File: config.mk
export PLATFORM = sky130hd
export DESIGN_NAME = cta_alarm_status
export DESIGN_NICKNAME = d
export VERILOG_FILES = /design/src/pkg/cta_pkg.sv /design/src/cta_alarm_status.sv
export SDC_FILE = /design/constraint.sdc
export NUM_CORES = 1
export LEC_CHECK = 0
export ABC_AREA = 1
export BUFFER_PORTS_ARGS = -buffer_cell sky130_fd_sc_hd__clkbuf_2
export CAP_MARGIN = 20
export CORE_ASPECT_RATIO = 1.4
export CORE_MARGIN = 2
export CORE_UTILIZATION = 35
export CTS_BUF_LIST = sky130_fd_sc_hd__clkbuf_8 sky130_fd_sc_hd__clkbuf_16
export DETAILED_ROUTE_END_ITERATION = 6
export PLACE_DENSITY = 0.61
export SETUP_SLACK_MARGIN = 0.4
export SYNTH_ARGS = -nofsm -noshare
export SYNTH_HDL_FRONTEND = slang
export SYNTH_SLANG_ARGS = --single-unit
File: constraint.sdc
create_clock -name clk_i -period 3.8 [get_ports clk_i]
set_clock_uncertainty 0.2 [all_clocks]
set_input_delay 0.76 -clock clk_i [delete_from_list [all_inputs] [get_ports clk_i]]
set_output_delay 0.76 -clock clk_i [all_outputs]
set_load 0.02 [all_outputs]
File: src/pkg/cta_pkg.sv
/*
 * Constants and types shared by the critical temperature alarm status block.
 * Assumes a 32-bit classic Wishbone register bus and word-aligned registers.
 */
package cta_pkg;

    // Number of monitored channels: local plus four remote diodes.
    localparam int NUM_CH = 5;
    // Width of a temperature reading, limit and hysteresis value.
    localparam int TEMP_W = 8;

    // Channel bit positions inside both alarm status registers.
    localparam int BIT_LOCAL = 0;
    localparam int BIT_REM1  = 1;
    localparam int BIT_REM2  = 2;
    localparam int BIT_REM3  = 3;
    localparam int BIT_REM4  = 4;

    // Register indexes; the byte address is four times the index.
    localparam logic [5:0] IDX_COMMON_STATUS = 6'h02;
    localparam logic [5:0] IDX_ALARM_ONE     = 6'h08;
    localparam logic [5:0] IDX_ALARM_TWO     = 6'h09;
    localparam logic [5:0] IDX_MASK_ONE      = 6'h0C;
    localparam logic [5:0] IDX_MASK_TWO      = 6'h0D;
    localparam logic [5:0] IDX_LIM_LOCAL     = 6'h10;
    localparam logic [5:0] IDX_LIM_REM1_ONE  = 6'h11;
    localparam logic [5:0] IDX_LIM_REM2_ONE  = 6'h12;
    localparam logic [5:0] IDX_LIM_REM3      = 6'h13;
    localparam logic [5:0] IDX_LIM_REM4      = 6'h14;
    localparam logic [5:0] IDX_LIM_REM1_TWO  = 6'h15;
    localparam logic [5:0] IDX_LIM_REM2_TWO  = 6'h16;
    localparam logic [5:0] IDX_HYST          = 6'h17;
    localparam logic [5:0] IDX_IRQ_STATUS    = 6'h18;
    localparam logic [5:0] IDX_IRQ_MASK      = 6'h19;

    // Summary flag positions in the common status register.
    localparam int SUM_ALARM_ONE = 1;
    localparam int SUM_ALARM_TWO = 2;

    // Values after reset.
    localparam logic [4:0]        RST_MASK_ONE = 5'h19;
    localparam logic [4:0]        RST_MASK_TWO = 5'h00;
    localparam logic [TEMP_W-1:0] RST_LIMIT    = 8'h7F;
    localparam logic [TEMP_W-1:0] RST_HYST     = 8'h0A;
    localparam logic [9:0]        RST_IRQ_MASK = 10'h000;

    // Readings from the converter, one per channel, with a done strobe each.
    typedef struct packed {
        logic [NUM_CH-1:0][TEMP_W-1:0] reading;
        logic [NUM_CH-1:0]             done;
    } cta_conv_t;

    // One Wishbone request as the slave sees it.
    typedef struct packed {
        logic        cyc;
        logic        stb;
        logic        we;
        logic [7:0]  adr;
        logic [3:0]  sel;
        logic [31:0] dat;
    } cta_wb_req_t;

endpackage : cta_pkg

File: src/cta_alarm_status.sv
/*
 * Critical temperature alarm status logic with a Wishbone register slave.
 * Holds two alarm status registers, their masks, the limits, the shared
 * hysteresis and a read-to-clear interrupt status.
 * Assumes readings arrive from converter logic on the same clock, each with
 * a one-cycle done strobe after a completed conversion of its channel.
 */
// Implementation choice: the Wishbone register port.
// Behaviour
// - The first alarm output asserts while any unmasked bit of its status register is set.
// - The first alarm output releases when every unmasked bit of its status register is zero.
// - The second alarm output asserts while any unmasked bit of its own status register is set.
// - The second alarm output releases when every unmasked bit of its own status register is clear.
// - Bits 7 to 5 of both alarm status registers read zero and both registers are read-only.
// - The local bit 0 sets when the local reading is at or above the local limit.
// - The local bit clears only when the local reading is below limit minus hysteresis.
// - The remote 4 bit 4 sets when the remote 4 reading is at or above its limit.
// - The remote 4 bit clears only when its reading is below limit minus hysteresis.
// - The remote 3 bit 3 sets at or above its limit and clears below limit minus hysteresis.
// - For alarm one, remote 2 bit 2 uses the first remote 2 limit with hysteresis on clear.
// - For alarm two, remote 2 uses its separate second limit with hysteresis on clear.
// - For alarm one, remote 1 bit 1 uses the first remote 1 limit with hysteresis on clear.
// - For alarm two, remote 1 uses its separate second limit with hysteresis on clear.
// - The common status register shows a flag for each alarm register with any bit set.
module cta_alarm_status
    import cta_pkg::*;
(
    input  wire logic              clk_i,
    input  wire logic              rst_i,
    input  wire logic              wb_cyc_i,
    input  wire logic              wb_stb_i,
    input  wire logic              wb_we_i,
    input  wire logic [7:0]        wb_adr_i,
    input  wire logic [3:0]        wb_sel_i,
    input  wire logic [31:0]       wb_dat_i,
    output logic      [31:0]       wb_dat_o,
    output logic                   wb_ack_o,
    input  wire cta_pkg::cta_conv_t conv_i,
    output logic                   crit_alarm_one_n_o,
    output logic                   crit_alarm_two_n_o,
    output logic                   irq_o
);
    import cta_pkg::*;

    // Next value of one status bit; comparing reading plus hysteresis with
    // the limit avoids the underflow that limit minus hysteresis would hit.
    function automatic logic hyst_bit(input logic              cur,
                                      input logic [TEMP_W-1:0] rd,
                                      input logic [TEMP_W-1:0] lim,
                                      input logic [TEMP_W-1:0] hy);
        logic [TEMP_W:0] sum;
        sum = {1'b0, rd} + {1'b0, hy};
        if (rd >= lim)
            hyst_bit = 1'b1;
        else if (sum < {1'b0, lim})
            hyst_bit = 1'b0;
        else
            hyst_bit = cur;
    endfunction

    // Software registers.
    logic [4:0]        mask_one_ff;
    logic [4:0]        mask_two_ff;
    logic [TEMP_W-1:0] lim_local_ff;
    logic [TEMP_W-1:0] lim_rem1_one_ff;
    logic [TEMP_W-1:0] lim_rem2_one_ff;
    logic [TEMP_W-1:0] lim_rem3_ff;
    logic [TEMP_W-1:0] lim_rem4_ff;
    logic [TEMP_W-1:0] lim_rem1_two_ff;
    logic [TEMP_W-1:0] lim_rem2_two_ff;
    logic [TEMP_W-1:0] hyst_ff;
    logic [9:0]        irq_mask_ff;

    // Block state.
    logic [4:0]        alarm_one_ff;
    logic [4:0]        alarm_two_ff;
    logic [4:0]        nxt_alarm_one;
    logic [4:0]        nxt_alarm_two;
    logic [9:0]        irq_stat_ff;
    logic [9:0]        nxt_irq_stat;
    logic [31:0]       dat_ff;
    logic              ack_ff;
    logic              alarm_one_n_ff;
    logic              alarm_two_n_ff;
    logic              irq_ff;

    // Bus decode: a request is taken in the cycle before ack rises.
    logic              req_take;
    logic              wr_take;
    logic              rd_take;
    logic              lane0_wr;
    logic [5:0]        idx;
    logic [31:0]       rd_data;
    logic [9:0]        rise_evt;
    logic              rd_irq_clear;

    assign req_take     = wb_cyc_i & wb_stb_i & ~ack_ff;
    assign wr_take      = req_take & wb_we_i;
    assign rd_take      = req_take & ~wb_we_i;
    assign lane0_wr     = wr_take & wb_sel_i[0];
    assign idx          = wb_adr_i[7:2];
    assign rd_irq_clear = rd_take & (idx == IDX_IRQ_STATUS);

    // Status bit evaluation per channel; each bit is only touched after the
    // done strobe of its own channel, so stale readings never move a bit.
    always_comb begin
        nxt_alarm_one = alarm_one_ff;
        nxt_alarm_two = alarm_two_ff;
        if (conv_i.done[BIT_LOCAL]) begin
            nxt_alarm_one[BIT_LOCAL] = hyst_bit(alarm_one_ff[BIT_LOCAL],
                conv_i.reading[BIT_LOCAL], lim_local_ff, hyst_ff);
            nxt_alarm_two[BIT_LOCAL] = hyst_bit(alarm_two_ff[BIT_LOCAL],
                conv_i.reading[BIT_LOCAL], lim_local_ff, hyst_ff);
        end
        if (conv_i.done[BIT_REM1]) begin
            nxt_alarm_one[BIT_REM1] = hyst_bit(alarm_one_ff[BIT_REM1],
                conv_i.reading[BIT_REM1], lim_rem1_one_ff, hyst_ff);
            nxt_alarm_two[BIT_REM1] = hyst_bit(alarm_two_ff[BIT_REM1],
                conv_i.reading[BIT_REM1], lim_rem1_two_ff, hyst_ff);
        end
        if (conv_i.done[BIT_REM2]) begin
            nxt_alarm_one[BIT_REM2] = hyst_bit(alarm_one_ff[BIT_REM2],
                conv_i.reading[BIT_REM2], lim_rem2_one_ff, hyst_ff);
            nxt_alarm_two[BIT_REM2] = hyst_bit(alarm_two_ff[BIT_REM2],
                conv_i.reading[BIT_REM2], lim_rem2_two_ff, hyst_ff);
        end
        if (conv_i.done[BIT_REM3]) begin
            nxt_alarm_one[BIT_REM3] = hyst_bit(alarm_one_ff[BIT_REM3],
                conv_i.reading[BIT_REM3], lim_rem3_ff, hyst_ff);
            nxt_alarm_two[BIT_REM3] = hyst_bit(alarm_two_ff[BIT_REM3],
                conv_i.reading[BIT_REM3], lim_rem3_ff, hyst_ff);
        end
        if (conv_i.done[BIT_REM4]) begin
            nxt_alarm_one[BIT_REM4] = hyst_bit(alarm_one_ff[BIT_REM4],
                conv_i.reading[BIT_REM4], lim_rem4_ff, hyst_ff);
            nxt_alarm_two[BIT_REM4] = hyst_bit(alarm_two_ff[BIT_REM4],
                conv_i.reading[BIT_REM4], lim_rem4_ff, hyst_ff);
        end
    end

    // Interrupt events are rising edges of any alarm status bit; a new event
    // in the same cycle as the clearing read is kept, so the set wins.
    assign rise_evt     = {nxt_alarm_two & ~alarm_two_ff, nxt_alarm_one & ~alarm_one_ff};
    assign nxt_irq_stat = (rd_irq_clear ? 10'h000 : irq_stat_ff) | rise_evt;

    // Read multiplexer; unmapped indexes and unused upper bits read zero.
    always_comb begin
        rd_data = 32'h0000_0000;
        case (idx)
            IDX_COMMON_STATUS: begin
                rd_data[SUM_ALARM_ONE] = |alarm_one_ff;
                rd_data[SUM_ALARM_TWO] = |alarm_two_ff;
            end
            IDX_ALARM_ONE:    rd_data[4:0] = alarm_one_ff;
            IDX_ALARM_TWO:    rd_data[4:0] = alarm_two_ff;
            IDX_MASK_ONE:     rd_data[4:0] = mask_one_ff;
            IDX_MASK_TWO:     rd_data[4:0] = mask_two_ff;
            IDX_LIM_LOCAL:    rd_data[TEMP_W-1:0] = lim_local_ff;
            IDX_LIM_REM1_ONE: rd_data[TEMP_W-1:0] = lim_rem1_one_ff;
            IDX_LIM_REM2_ONE: rd_data[TEMP_W-1:0] = lim_rem2_one_ff;
            IDX_LIM_REM3:     rd_data[TEMP_W-1:0] = lim_rem3_ff;
            IDX_LIM_REM4:     rd_data[TEMP_W-1:0] = lim_rem4_ff;
            IDX_LIM_REM1_TWO: rd_data[TEMP_W-1:0] = lim_rem1_two_ff;
            IDX_LIM_REM2_TWO: rd_data[TEMP_W-1:0] = lim_rem2_two_ff;
            IDX_HYST:         rd_data[TEMP_W-1:0] = hyst_ff;
            IDX_IRQ_STATUS:   rd_data[9:0] = irq_stat_ff;
            IDX_IRQ_MASK:     rd_data[9:0] = irq_mask_ff;
            default:          rd_data = 32'h0000_0000;
        endcase
    end

    // Bus handshake: ack follows a request by one cycle and drops after one.
    always_ff @(posedge clk_i) begin
        if (rst_i) begin
            ack_ff <= 1'b0;
            dat_ff <= 32'h0000_0000;
        end else begin
            ack_ff <= req_take;
            dat_ff <= rd_take ? rd_data : 32'h0000_0000;
        end
    end

    // Writable registers; writes to the status registers fall through the
    // decode and are ignored, which keeps them read-only.
    always_ff @(posedge clk_i) begin
        if (rst_i) begin
            mask_one_ff     <= RST_MASK_ONE;
            mask_two_ff     <= RST_MASK_TWO;
            lim_local_ff    <= RST_LIMIT;
            lim_rem1_one_ff <= RST_LIMIT;
            lim_rem2_one_ff <= RST_LIMIT;
            lim_rem3_ff     <= RST_LIMIT;
            lim_rem4_ff     <= RST_LIMIT;
            lim_rem1_two_ff <= RST_LIMIT;
            lim_rem2_two_ff <= RST_LIMIT;
            hyst_ff         <= RST_HYST;
        end else if (lane0_wr) begin
            case (idx)
                IDX_MASK_ONE:     mask_one_ff     <= wb_dat_i[4:0];
                IDX_MASK_TWO:     mask_two_ff     <= wb_dat_i[4:0];
                IDX_LIM_LOCAL:    lim_local_ff    <= wb_dat_i[TEMP_W-1:0];
                IDX_LIM_REM1_ONE: lim_rem1_one_ff <= wb_dat_i[TEMP_W-1:0];
                IDX_LIM_REM2_ONE: lim_rem2_one_ff <= wb_dat_i[TEMP_W-1:0];
                IDX_LIM_REM3:     lim_rem3_ff     <= wb_dat_i[TEMP_W-1:0];
                IDX_LIM_REM4:     lim_rem4_ff     <= wb_dat_i[TEMP_W-1:0];
                IDX_LIM_REM1_TWO: lim_rem1_two_ff <= wb_dat_i[TEMP_W-1:0];
                IDX_LIM_REM2_TWO: lim_rem2_two_ff <= wb_dat_i[TEMP_W-1:0];
                IDX_HYST:         hyst_ff         <= wb_dat_i[TEMP_W-1:0];
                default:          hyst_ff         <= hyst_ff;
            endcase
        end
    end

    // Interrupt mask sits in the two low byte lanes since it is ten bits.
    always_ff @(posedge clk_i) begin
        if (rst_i) begin
            irq_mask_ff <= RST_IRQ_MASK;
        end else if (wr_take && idx == IDX_IRQ_MASK) begin
            if (wb_sel_i[0])
                irq_mask_ff[7:0] <= wb_dat_i[7:0];
            if (wb_sel_i[1])
                irq_mask_ff[9:8] <= wb_dat_i[9:8];
        end
    end

    // Alarm status and interrupt status.
    always_ff @(posedge clk_i) begin
        if (rst_i) begin
            alarm_one_ff <= 5'h00;
            alarm_two_ff <= 5'h00;
            irq_stat_ff  <= 10'h000;
        end else begin
            alarm_one_ff <= nxt_alarm_one;
            alarm_two_ff <= nxt_alarm_two;
            irq_stat_ff  <= nxt_irq_stat;
        end
    end

    // Output pins are registered; the alarm pins trail the status bits by one cycle, irq_o does not;
    // the mask only gates the pin, never the status bit itself.
    always_ff @(posedge clk_i) begin
        if (rst_i) begin
            alarm_one_n_ff <= 1'b1;
            alarm_two_n_ff <= 1'b1;
            irq_ff         <= 1'b0;
        end else begin
            alarm_one_n_ff <= ~|(alarm_one_ff & ~mask_one_ff);
            alarm_two_n_ff <= ~|(alarm_two_ff & ~mask_two_ff);
            irq_ff         <= |(nxt_irq_stat & ~irq_mask_ff);
        end
    end

    assign wb_dat_o           = dat_ff;
    assign wb_ack_o           = ack_ff;
    assign crit_alarm_one_n_o = alarm_one_n_ff;
    assign crit_alarm_two_n_o = alarm_two_n_ff;
    assign irq_o              = irq_ff;

endmodule // cta_alarm_status

After elaboration in Yosys (flattened, before gate mapping)
Cells that the tools add are included.
{ "totals": {"reg_bits": 140, "inputBits": 94, "output_inout_bits": 36, "word_cells": 132} }
{ "op_classes": {"addsub": 5, "order_cmp": 14, "n_eq_ne": 15, "n_mux": 36, "bitwise_logic": 20, "reduce_logical": 21} }
{ "ops": {"columns": ["cell", "n"], "rows": [
  ["9-bit by 8-bit less-than comparator with 1-bit output", 7],
  ["6-bit by 5-bit equality test with 1-bit output, second input constant", 10],
  ["8-bit >= comparator", 7],
  ["8-bit by 8-bit adder with 9-bit output", 5],
  ["1-bit 2-to-1 mux", 30],
  ["2-bit one-hot mux with 15 select lines", 1],
  ["3-bit one-hot mux with 10 select lines", 1],
  ["2-bit one-hot mux with 14 select lines", 1],
  ["6-bit by 4-bit equality test with 1-bit output, second input constant", 4],
  ["2-bit AND reduction", 12],
  ["5-bit AND", 4],
  ["5-bit NOT", 4],
  ["5-bit OR reduction", 4],
  ["1-bit one-hot mux with 14 select lines", 1],
  ["10-bit AND", 1],
  ["10-bit 2-to-1 mux", 1],
  ["10-bit NOT", 1],
  ["10-bit OR", 1],
  ["10-bit OR reduction", 1],
  ["1-bit AND", 6],
  ["6-bit by 2-bit equality test with 1-bit output, second input constant", 1],
  ["2-bit one-hot mux with 2 select lines", 1],
  ["1-bit NOT", 3],
  ["1-bit zero test", 2],
  ["2 further kinds", 2]
]} }

Longest topological paths before layout
Gate-level depths: netlist (run 1).
{ "logic_depth": {"ltp_word": 9, "depth_mapped": 19, "mapped_depth_nobuf": 19} }

Worst setup path after synthesis (run 1)
Ideal clock, no wire load.
{ "synth_path": {"path_kind": "input-to-reg", "start": "input port conv_i[31] (netlist name)", "end": "register alarm_two_ff[3]", "setup_time_ns": 0.132, "t_arrival_ns": 2.690, "required_ns": 3.468, "slack_ns": 0.778, "path_stages": 15, "path_buffers": 0, "path_cell_list": "ha_1 -> a21oi_1 -> nand2_1 -> a21oi_1 -> o21bai_1 -> a21o_1 -> a21oi_1 -> xor2_1 -> ha_1 -> a211oi_1 -> o21ai_0 -> nor3_1 -> nand2_1 -> nand2_1 -> a21oi_1"} }
{ "synth_between": {"elab_chain_cells": 5, "word_cells_on_any_way": 6, "classes_between": "add/sub: 1; order compare: 2; mux: 3"} }
{ "synth_lines": {"columns": ["item", "line_no", "rtl"], "rows": [
  ["from (decl)", "cta_alarm_status.sv:38", "input wire cta_pkg::cta_conv_t conv_i,"],
  ["8-bit by 8-bit adder with 9-bit output", "cta_alarm_status.sv:52", "sum = {1'b0, rd} + {1'b0, hy};"],
  ["9-bit by 8-bit less-than comparator with 1-bit output", "cta_alarm_status.sv:55", "else if (sum < {1'b0, lim})"],
  ["1-bit 2-to-1 mux", "cta_alarm_status.sv:55", null],
  ["1-bit 2-to-1 mux *", "cta_alarm_status.sv:53", "if (rd >= lim)"],
  ["1-bit 2-to-1 mux *", "cta_alarm_status.sv:127", "if (conv_i.done[BIT_REM3]) begin"],
  ["to (signal assigned)", "cta_alarm_status.sv:234", "alarm_two_ff <= nxt_alarm_two;"],
  ["to (decl)", "cta_alarm_status.sv:76", "logic [4:0] alarm_two_ff;"]
]} }
Every way passes the cells marked *; elsewhere a longest branch is shown, timed or not.
A chain may end at the register's enable or synchronous reset.

Final worst setup path (run 1)
{ "layout_path": {"start": "register hyst_ff[2]", "end": "register alarm_one_ff[3]"} }
{ "layout_between": {"elab_chain_cells": 5} }
{ "layout_lines": {"columns": ["item", "line_no", "rtl"], "rows": [
  ["from (decl)", "cta_alarm_status.sv:71", "logic [TEMP_W-1:0] hyst_ff;"],
  ["from (signal assigned)", "cta_alarm_status.sv:208", "IDX_HYST: hyst_ff <= wb_dat_i[TEMP_W-1:0];"],
  ["from (signal assigned)", "cta_alarm_status.sv:209", "default: hyst_ff <= hyst_ff;"],
  ["8-bit by 8-bit adder with 9-bit output", "cta_alarm_status.sv:52", null],
  ["9-bit by 8-bit less-than comparator with 1-bit output", "cta_alarm_status.sv:55", null],
  ["1-bit 2-to-1 mux", "cta_alarm_status.sv:55", null],
  ["1-bit 2-to-1 mux", "cta_alarm_status.sv:53", null],
  ["1-bit 2-to-1 mux", "cta_alarm_status.sv:127", null],
  ["to (signal assigned)", "cta_alarm_status.sv:233", "alarm_one_ff <= nxt_alarm_one;"],
  ["to (decl)", "cta_alarm_status.sv:75", "logic [4:0] alarm_one_ff;"]
]} }
Every way passes these cells.

==> results.cfg, run 1 <==
[routing]
drtAntennaViolNets = 0
drc = 5
avgViaCountPerCell = 5.16
drtPass1Iterations = 7
wl_per_cell_um = 17.1
drtIter0Drc = 616
drt-total-wl_um = 29000
vias = 8764

[finish]
final-instance-count-excl-fill = 1700
fin_nets = 1607
layout_commonest_cell = nand2_1
syn2layout_area_growth_pct = 13.6
drive_gt1_share_pct = 11.3
layout_common_cells = nand2_1, inv_1, ha_1, dfxtp_1, a21oi_1
antenna_cells = 0
final_core_util_pct = 40.3

[worst_setup_path]
cp-start-kind = register
cp-end-kind = register
crit_fanout = 4
setup.worst_path.class = reg2reg
crit_arrival_ns = 3.25
critPathRequiredTime_ns = 3.89

[floorplanning]
core_um2 = 26000
ios = 130
initial_utilization_pct = 35.4
die_y_um = 196
num_rows = 70
die_x_um = 141
die_area_um2 = 27700

[sta]
setup_ws_ns = 0.637
final.min_clock_period_ns = 3.16
fin_setup_tns_ns = 0
setup_viol = 0
slew-limit-headroom_pct = 49.0
period_share_pct = 83.2
worstMarginPinSlew_ns = 0.764
slew_violations = 0
rsz0062_at_grt = yes
fmax_mhz = 316
hold_violations = 0

[power]
p_int_mw = 2.44
peakVddDrop_uv = 273
p_leak_nw = 5.48
p_sw_uw = 922
seq_power_share_pct = 37.8
clockPowerShare_pct = 48.1
sw_frac_of_total_pct = 27.5
total_power_mw = 3.36
cellPowerDensity_nw_per_um2 = 321
pwr-share-comb_pct = 14.1

[cts]
cts_made_buffers = 17
clk_pin_slew_ns = 0.06
htree_levels = 4
clk_latency_ns = 0.42
cts_root_buffer = clkbuf_16
cts.path.max_buffers = 2
cts.sinks = 118
cts_tree = done

[logic_synthesis]
synth.cell_area_um2 = 9220
synth_cell_type_count = 43
seq_area_frac_synth_pct = 25.6
ys_ff_latch = 118
syn_inst = 1285
synth.avg_cell_area_um2 = 7.17
yosys_warnings = 0

[place]
gp_congestion = 0.936
place_ws_ns = 0.295
dp_hpwl_um = 22900
place_inst = 1667
io_buffers = 81

[run]
cap_violations = 0

[grt]
grt_pass1_wl_um = 44700
antenna_found_initial = 0
overflow = 0
grt_pass1_vias = 8319
grt_max_degree = 73
track_usage_pct = 21.1

[status]
outcome = finished with violations
violations = DRC

[min_path]
hold_path_class = reg2reg
## worst paths after layout
| path | start | end | slack (ns) | cells after the start |
|---|---|---|---|---|
| max | hyst_ff[2] | alarm_one_ff[3] | 0.64 | 15 |
| min | alarm_one_ff[4] | alarm_one_ff[4] | 0.26 | 2 |
| max reg2reg | hyst_ff[2] | alarm_one_ff[3] | 0.64 | 15 |
| min reg2reg | alarm_one_ff[4] | alarm_one_ff[4] | 0.26 | 2 |
## critical path, stage by stage (launching register included)
cell	delay, ns
dfxtp_1	0.48
ha_1	0.34
a21oi_1	0.17
nand2_1	0.10
a21oi_1	0.14
o21bai_1	0.12
a21o_1	0.17
a21oi_1	0.15
xor2_1	0.09
ha_1	0.18
a211oi_1	0.21
o21ai_0	0.11
nor3_1	0.23
nand2_1	0.19
nand2_1	0.10
a21oi_1	0.06
## through the flow
stage,hold slack [ns],instance area (µm²)
after global routing,0.285,10500
final,0.260,10500
after CTS,0.263,10400
after floorplan,0.239,9300
after global placement,0.246,9850
after detailed placement,0.254,9850
## registers in the layout, summed over array words and instances, names as in the netlist
register            flops
irq_mask_ff            10
irq_stat_ff            10
wb_dat_o               10
hyst_ff                 8
lim_local_ff            8
lim_rem1_one_ff         8
lim_rem1_two_ff         8
lim_rem2_one_ff         8
lim_rem2_two_ff         8
lim_rem3_ff             8
lim_rem4_ff             8
alarm_one_ff            5
alarm_two_ff            5
mask_one_ff             5
mask_two_ff             5
crit_alarm_one_n_o      1
crit_alarm_two_n_o      1
irq_o                   1
wb_ack_o                1
## power by group through the flow
stage / combinational, mW / clock, mW / sequential (mW)
after floorplan: 0.328 / 0 / 1.30
after global placement: 0.461 / 0 / 1.30
after detailed placement: 0.472 / 0 / 1.30
after CTS: 0.476 / 1.62 / 1.27
after global routing: 0.537 / 1.67 / 1.27
final: 0.475 / 1.61 / 1.27
## repair_timing
action                                  CTS  global route
buffers inserted                          0             1
gates resized for setup                   1             3
endpoints found under the setup margin    3             5
hold buffers                              0             0
## cell type report
cell class | count | area (µm²)
Tap cell | 324 | 405
Timing Repair Buffer | 89 | 478
Sequential cell | 118 | 2370
Multi-Input combinational cell | 913 | 5780
Clock inverter | 12 | 129
Inverter | 224 | 847
Fill cell | 2692 | 15500
Clock buffer | 20 | 467
## kinds of logic after synthesis
family | synth area share [%]
other | 0.0407
adder cells (fa/ha/maj) | 20.8
AND/OR/NAND/NOR | 20.5
buffers and inverters | 12.5
XOR/XNOR | 2.85
flip-flops | 25.6
AO/OA/AOI/OAI | 17.7
## synth_stat cells
| library cell | number | area (µm²) |
|---|---|---|
| buf_6 | 2 | 22.5 |
| inv_1 | 215 | 807 |
| o21bai_1 | 6 | 45.0 |
| a22o_1 | 1 | 8.76 |
| nor2_2 | 11 | 68.8 |
| nor4_1 | 5 | 31.3 |
| nand3_4 | 1 | 17.5 |
| a221oi_1 | 6 | 52.6 |
| nand3b_1 | 1 | 7.51 |
| clkinv_1 | 1 | 3.75 |
| inv_4 | 1 | 6.26 |
| nor3_1 | 11 | 55.1 |
| o2111a_1 | 2 | 22.5 |
| fa_1 | 5 | 100 |
| a31oi_1 | 1 | 6.26 |
| o211ai_1 | 33 | 248 |
| o21ai_0 | 65 | 325 |
| buf_4 | 27 | 203 |
| buf_2 | 4 | 20.0 |
| conb_1 | 1 | 3.75 |
| xnor2_1 | 18 | 158 |
| nor2_4 | 8 | 90.1 |
| nand2_1 | 268 | 1010 |
| o221ai_1 | 1 | 8.76 |
| inv_2 | 7 | 26.3 |
| o21a_1 | 2 | 15.0 |
| a211oi_1 | 4 | 30.0 |
| a32o_1 | 1 | 10.0 |
| nor2_1 | 52 | 195 |
| a21oi_1 | 107 | 536 |
| nand4_1 | 20 | 125 |
| nand3_1 | 50 | 250 |
| o22ai_1 | 27 | 169 |
| dfxtp_1 | 118 | 2360 |
| o31ai_1 | 2 | 15.0 |
| nand2_2 | 4 | 25.0 |
| xor2_1 | 12 | 105 |
| clkbuf_1 | 18 | 67.6 |
| nor3_4 | 1 | 16.3 |
| ha_1 | 145 | 1810 |
| o21ai_1 | 7 | 35.0 |
| a21o_1 | 10 | 75.1 |
| a22oi_1 | 4 | 30.0 |
## metal layers
metal  GRT usage (%)  part of all wire (%)  vias to the layer above
met5               0                     0                        -
met4            11.4                   5.1                        0
met3            2.25                   4.8                       74
met2            37.8                    50                      305
met1            24.4                    40                     3978
li1                -                     -                     4407
Note: power is estimated with default switching activity, not from simulation.
==> run 2, diff against run 1 <==
ABC_AREA = 0   (was 1)
PLACE_DENSITY = 0.63   (was 0.61)
clock period = 2.85 ns   (was 3.8 ns; I/O delays follow)
==> run 2 against run 1 <==
Combinational power up 59%; sequential power grew 34%; synthesized area down 1.7%; the run ends with setup timing left; global-route usage grew 3.2 points; routed wire length grew 15%; maximum frequency rose by 0.57%; largest power group unchanged.
==> results.cfg, run 2 <==
[cts]
htree_levels = 4
hold_buffers = 0
cts.path.max_buffers = 2
clk_latency_ns = 0.42
cts_tree = done
cts_made_buffers = 17
clk_pin_slew_ns = 0.06
cts.sinks = 118
cts_root_buffer = clkbuf_16

[floorplanning]
die_y_um = 194
core_um2 = 25400
die_area_um2 = 27200
initial_utilization_pct = 35.7
ios = 130
num_rows = 69
die_x_um = 140

[finish]
layout_commonest_cell = nand2_1
final_core_util_pct = 45.3
syn2layout_area_growth_pct = 26.9
seqCellArea_um2 = 2370
layout_common_cells = nand2_1, ha_1, dfxtp_1, buf_4, inv_1
fin_nets = 1541
multi_input_area_um2 = 6400
drive_gt1_share_pct = 24.3
antenna_cells = 0
final-instance-count-excl-fill = 1628
fillers = 2542

[power]
total_power_mw = 4.47
cellPowerDensity_nw_per_um2 = 389
p_sw_mw = 1.22
pwr-share-comb_pct = 16.9
seq_power_share_pct = 38.1
peakVddDrop_uv = 276
p_int_mw = 3.25
clockPowerShare_pct = 45.1
sw_frac_of_total_pct = 27.3
p_leak_nw = 5.40

[worst_setup_path]
setup.worst_path.class = reg2reg
crit_path_start = hyst_ff[0]
crit_arrival_ns = 3.22
reg2reg_from = hyst_ff[0]
critPathRequiredTime_ns = 2.93
crit_fanout = 3
cp-start-kind = register
cp-end-kind = register

[grt]
grt_max_degree = 64
antenna_found_initial = 0
track_usage_pct = 24.3
overflow = 0
grt_pass1_vias = 8927
grt_pass1_wl_um = 50600

[logic_synthesis]
synth.avg_cell_area_um2 = 8.11
ys_ff_latch = 118
synth_cell_type_count = 69
synth_common_cells = ha_1, nand2_1, dfxtp_1, inv_1, a21oi_1
synth_top_area_share_pct = 26.1
yosys.area.top_type = dfxtp_1
synthMostInstantiatedCell = ha_1
synthArstFlopShare_pct = 0
synth.cell_area_um2 = 9060
ys.flop_type = dfxtp_1
synth.area.top_cells = dfxtp_1, ha_1, nand2_1, a21oi_1, inv_1
synth-edff-count = 0
yosys_warnings = 0
syn_inst = 1117
seq_area_frac_synth_pct = 26.1

[routing]
drt-total-wl_um = 33200
avgViaCountPerCell = 5.63
drtAntennaViolNets = 0
drtIter0Drc = 734
drc = 0
wl_per_cell_um = 20.4
drtPass1Iterations = 5
vias = 9169

[status]
violations = setup timing
outcome = finished with violations

[min_path]
hold_path_class = in2reg
hold_start = wb_dat_i[8]

[sta]
slew_violations = 0
fmax_mhz = 318
final.min_clock_period_ns = 3.14
rsz0062_at_grt = yes
holdWs_ns = 0.195
hold_violations = 0
slew-limit-headroom_pct = 51.3
period_share_pct = 110
worstMarginPinSlew_ns = 0.730
setup_viol = 10
fin_setup_tns_ns = -1.64
setup_ws_ns = -0.295

[run]
cap_violations = 0

[place]
gp_congestion = 0.954
dp_hpwl_um = 26200
place_inst = 1580
io_buffers = 81
==> run 2: cell types whose count changed after synthesis, moves of 16 or more <==
cell,change
o21ai_0,-29
o22ai_1,-17
a22o_1,+16
nand2b_1,+17
nor2b_1,+19
a21oi_1,-31
inv_1,-120
nand2_1,-129
==> run 2: path summary, 6_finish.rpt <==
| kind | endpoint | slack, ns | depth (start not counted) |
|---|---|---|---|
| worst max-delay path | alarm_two_ff[2] | -0.29 | 17 |
| worst min-delay path | irq_mask_ff[8] | 0.19 | 3 |
| worst min register to register | lim_rem2_two_ff[7] | 0.28 | 2 |
| worst max register to register | alarm_two_ff[2] | -0.29 | 17 |
==> run 2: cell type report <==
class / instances / share of cell area (%)
clock buffer: 20 / 4.06
tap: 319 / 3.47
clock inverter: 11 / 0.751
timing repair buffer: 203 / 12.2
sequential: 118 / 20.6
multi-input combinational: 861 / 55.7
inverter: 96 / 3.16
==> run 2: logic make-up after synthesis <==
group                      after synthesis  share of synthesized area, %
DFF                                    118                          26.1
adders and majority gates              150                          21.1
other                                    1                        0.0414
AOI/OAI and AO/OA                      299                          22.2
buffers and inverters                  159                          8.01
xor gates and xnor gates                28                          2.71
and+or+nand+nor                        359                          19.5
muxes                                    3                         0.331
==> run 2: stage by stage <==
| step | instance area, µm² | setup WS, ns |
|---|---|---|
| after global routing | 11500 | -0.434 |
| final | 11500 | -0.295 |
| after global placement | 10500 | -0.493 |
| after CTS | 11300 | -0.306 |
| after floorplan | 9220 | -0.197 |
| after detailed placement | 10500 | -0.561 |
==> run 2: power groups by stage <==
stage / registers (mW) / clock network (mW) / logic, mW
floorplan: 1.74 / 0 / 0.427
global placement: 1.74 / 0 / 0.672
detailed placement: 1.74 / 0 / 0.686
CTS: 1.70 / 2.03 / 0.722
global route: 1.70 / 2.10 / 0.828
finish: 1.70 / 2.01 / 0.753
==> run 2: repair_timing <==
item	CTS	global route
pin swaps	35	42
setup endpoints to repair	10	12
resized for setup	44	30
buffers inserted	12	5
==> run 2: worst max-delay path: stages (launching register included) <==
cell and delay (ns):
dfxtp_4 0.35, buf_6 0.11, buf_6 0.12, ha_4 0.16, inv_2 0.05, fa_2 0.21, nor2b_2 0.05, o21ai_2 0.20
a21oi_2 0.10, o31a_1 0.31, nor2_2 0.18, ha_4 0.24, nand2_2 0.06, a211o_1 0.10, o211ai_1 0.09, a21o_1 0.18
o31ai_2 0.21, a21oi_1 0.09
==> run 2: per-layer routing <==
layer,up-vias,GRT usage (%),wire length [µm]
met5,-,0,0
met1,4306,27.4,12500
met2,395,42.9,16500
met4,0,14.3,2120
li1,4359,-,-
met3,109,3.77,2070
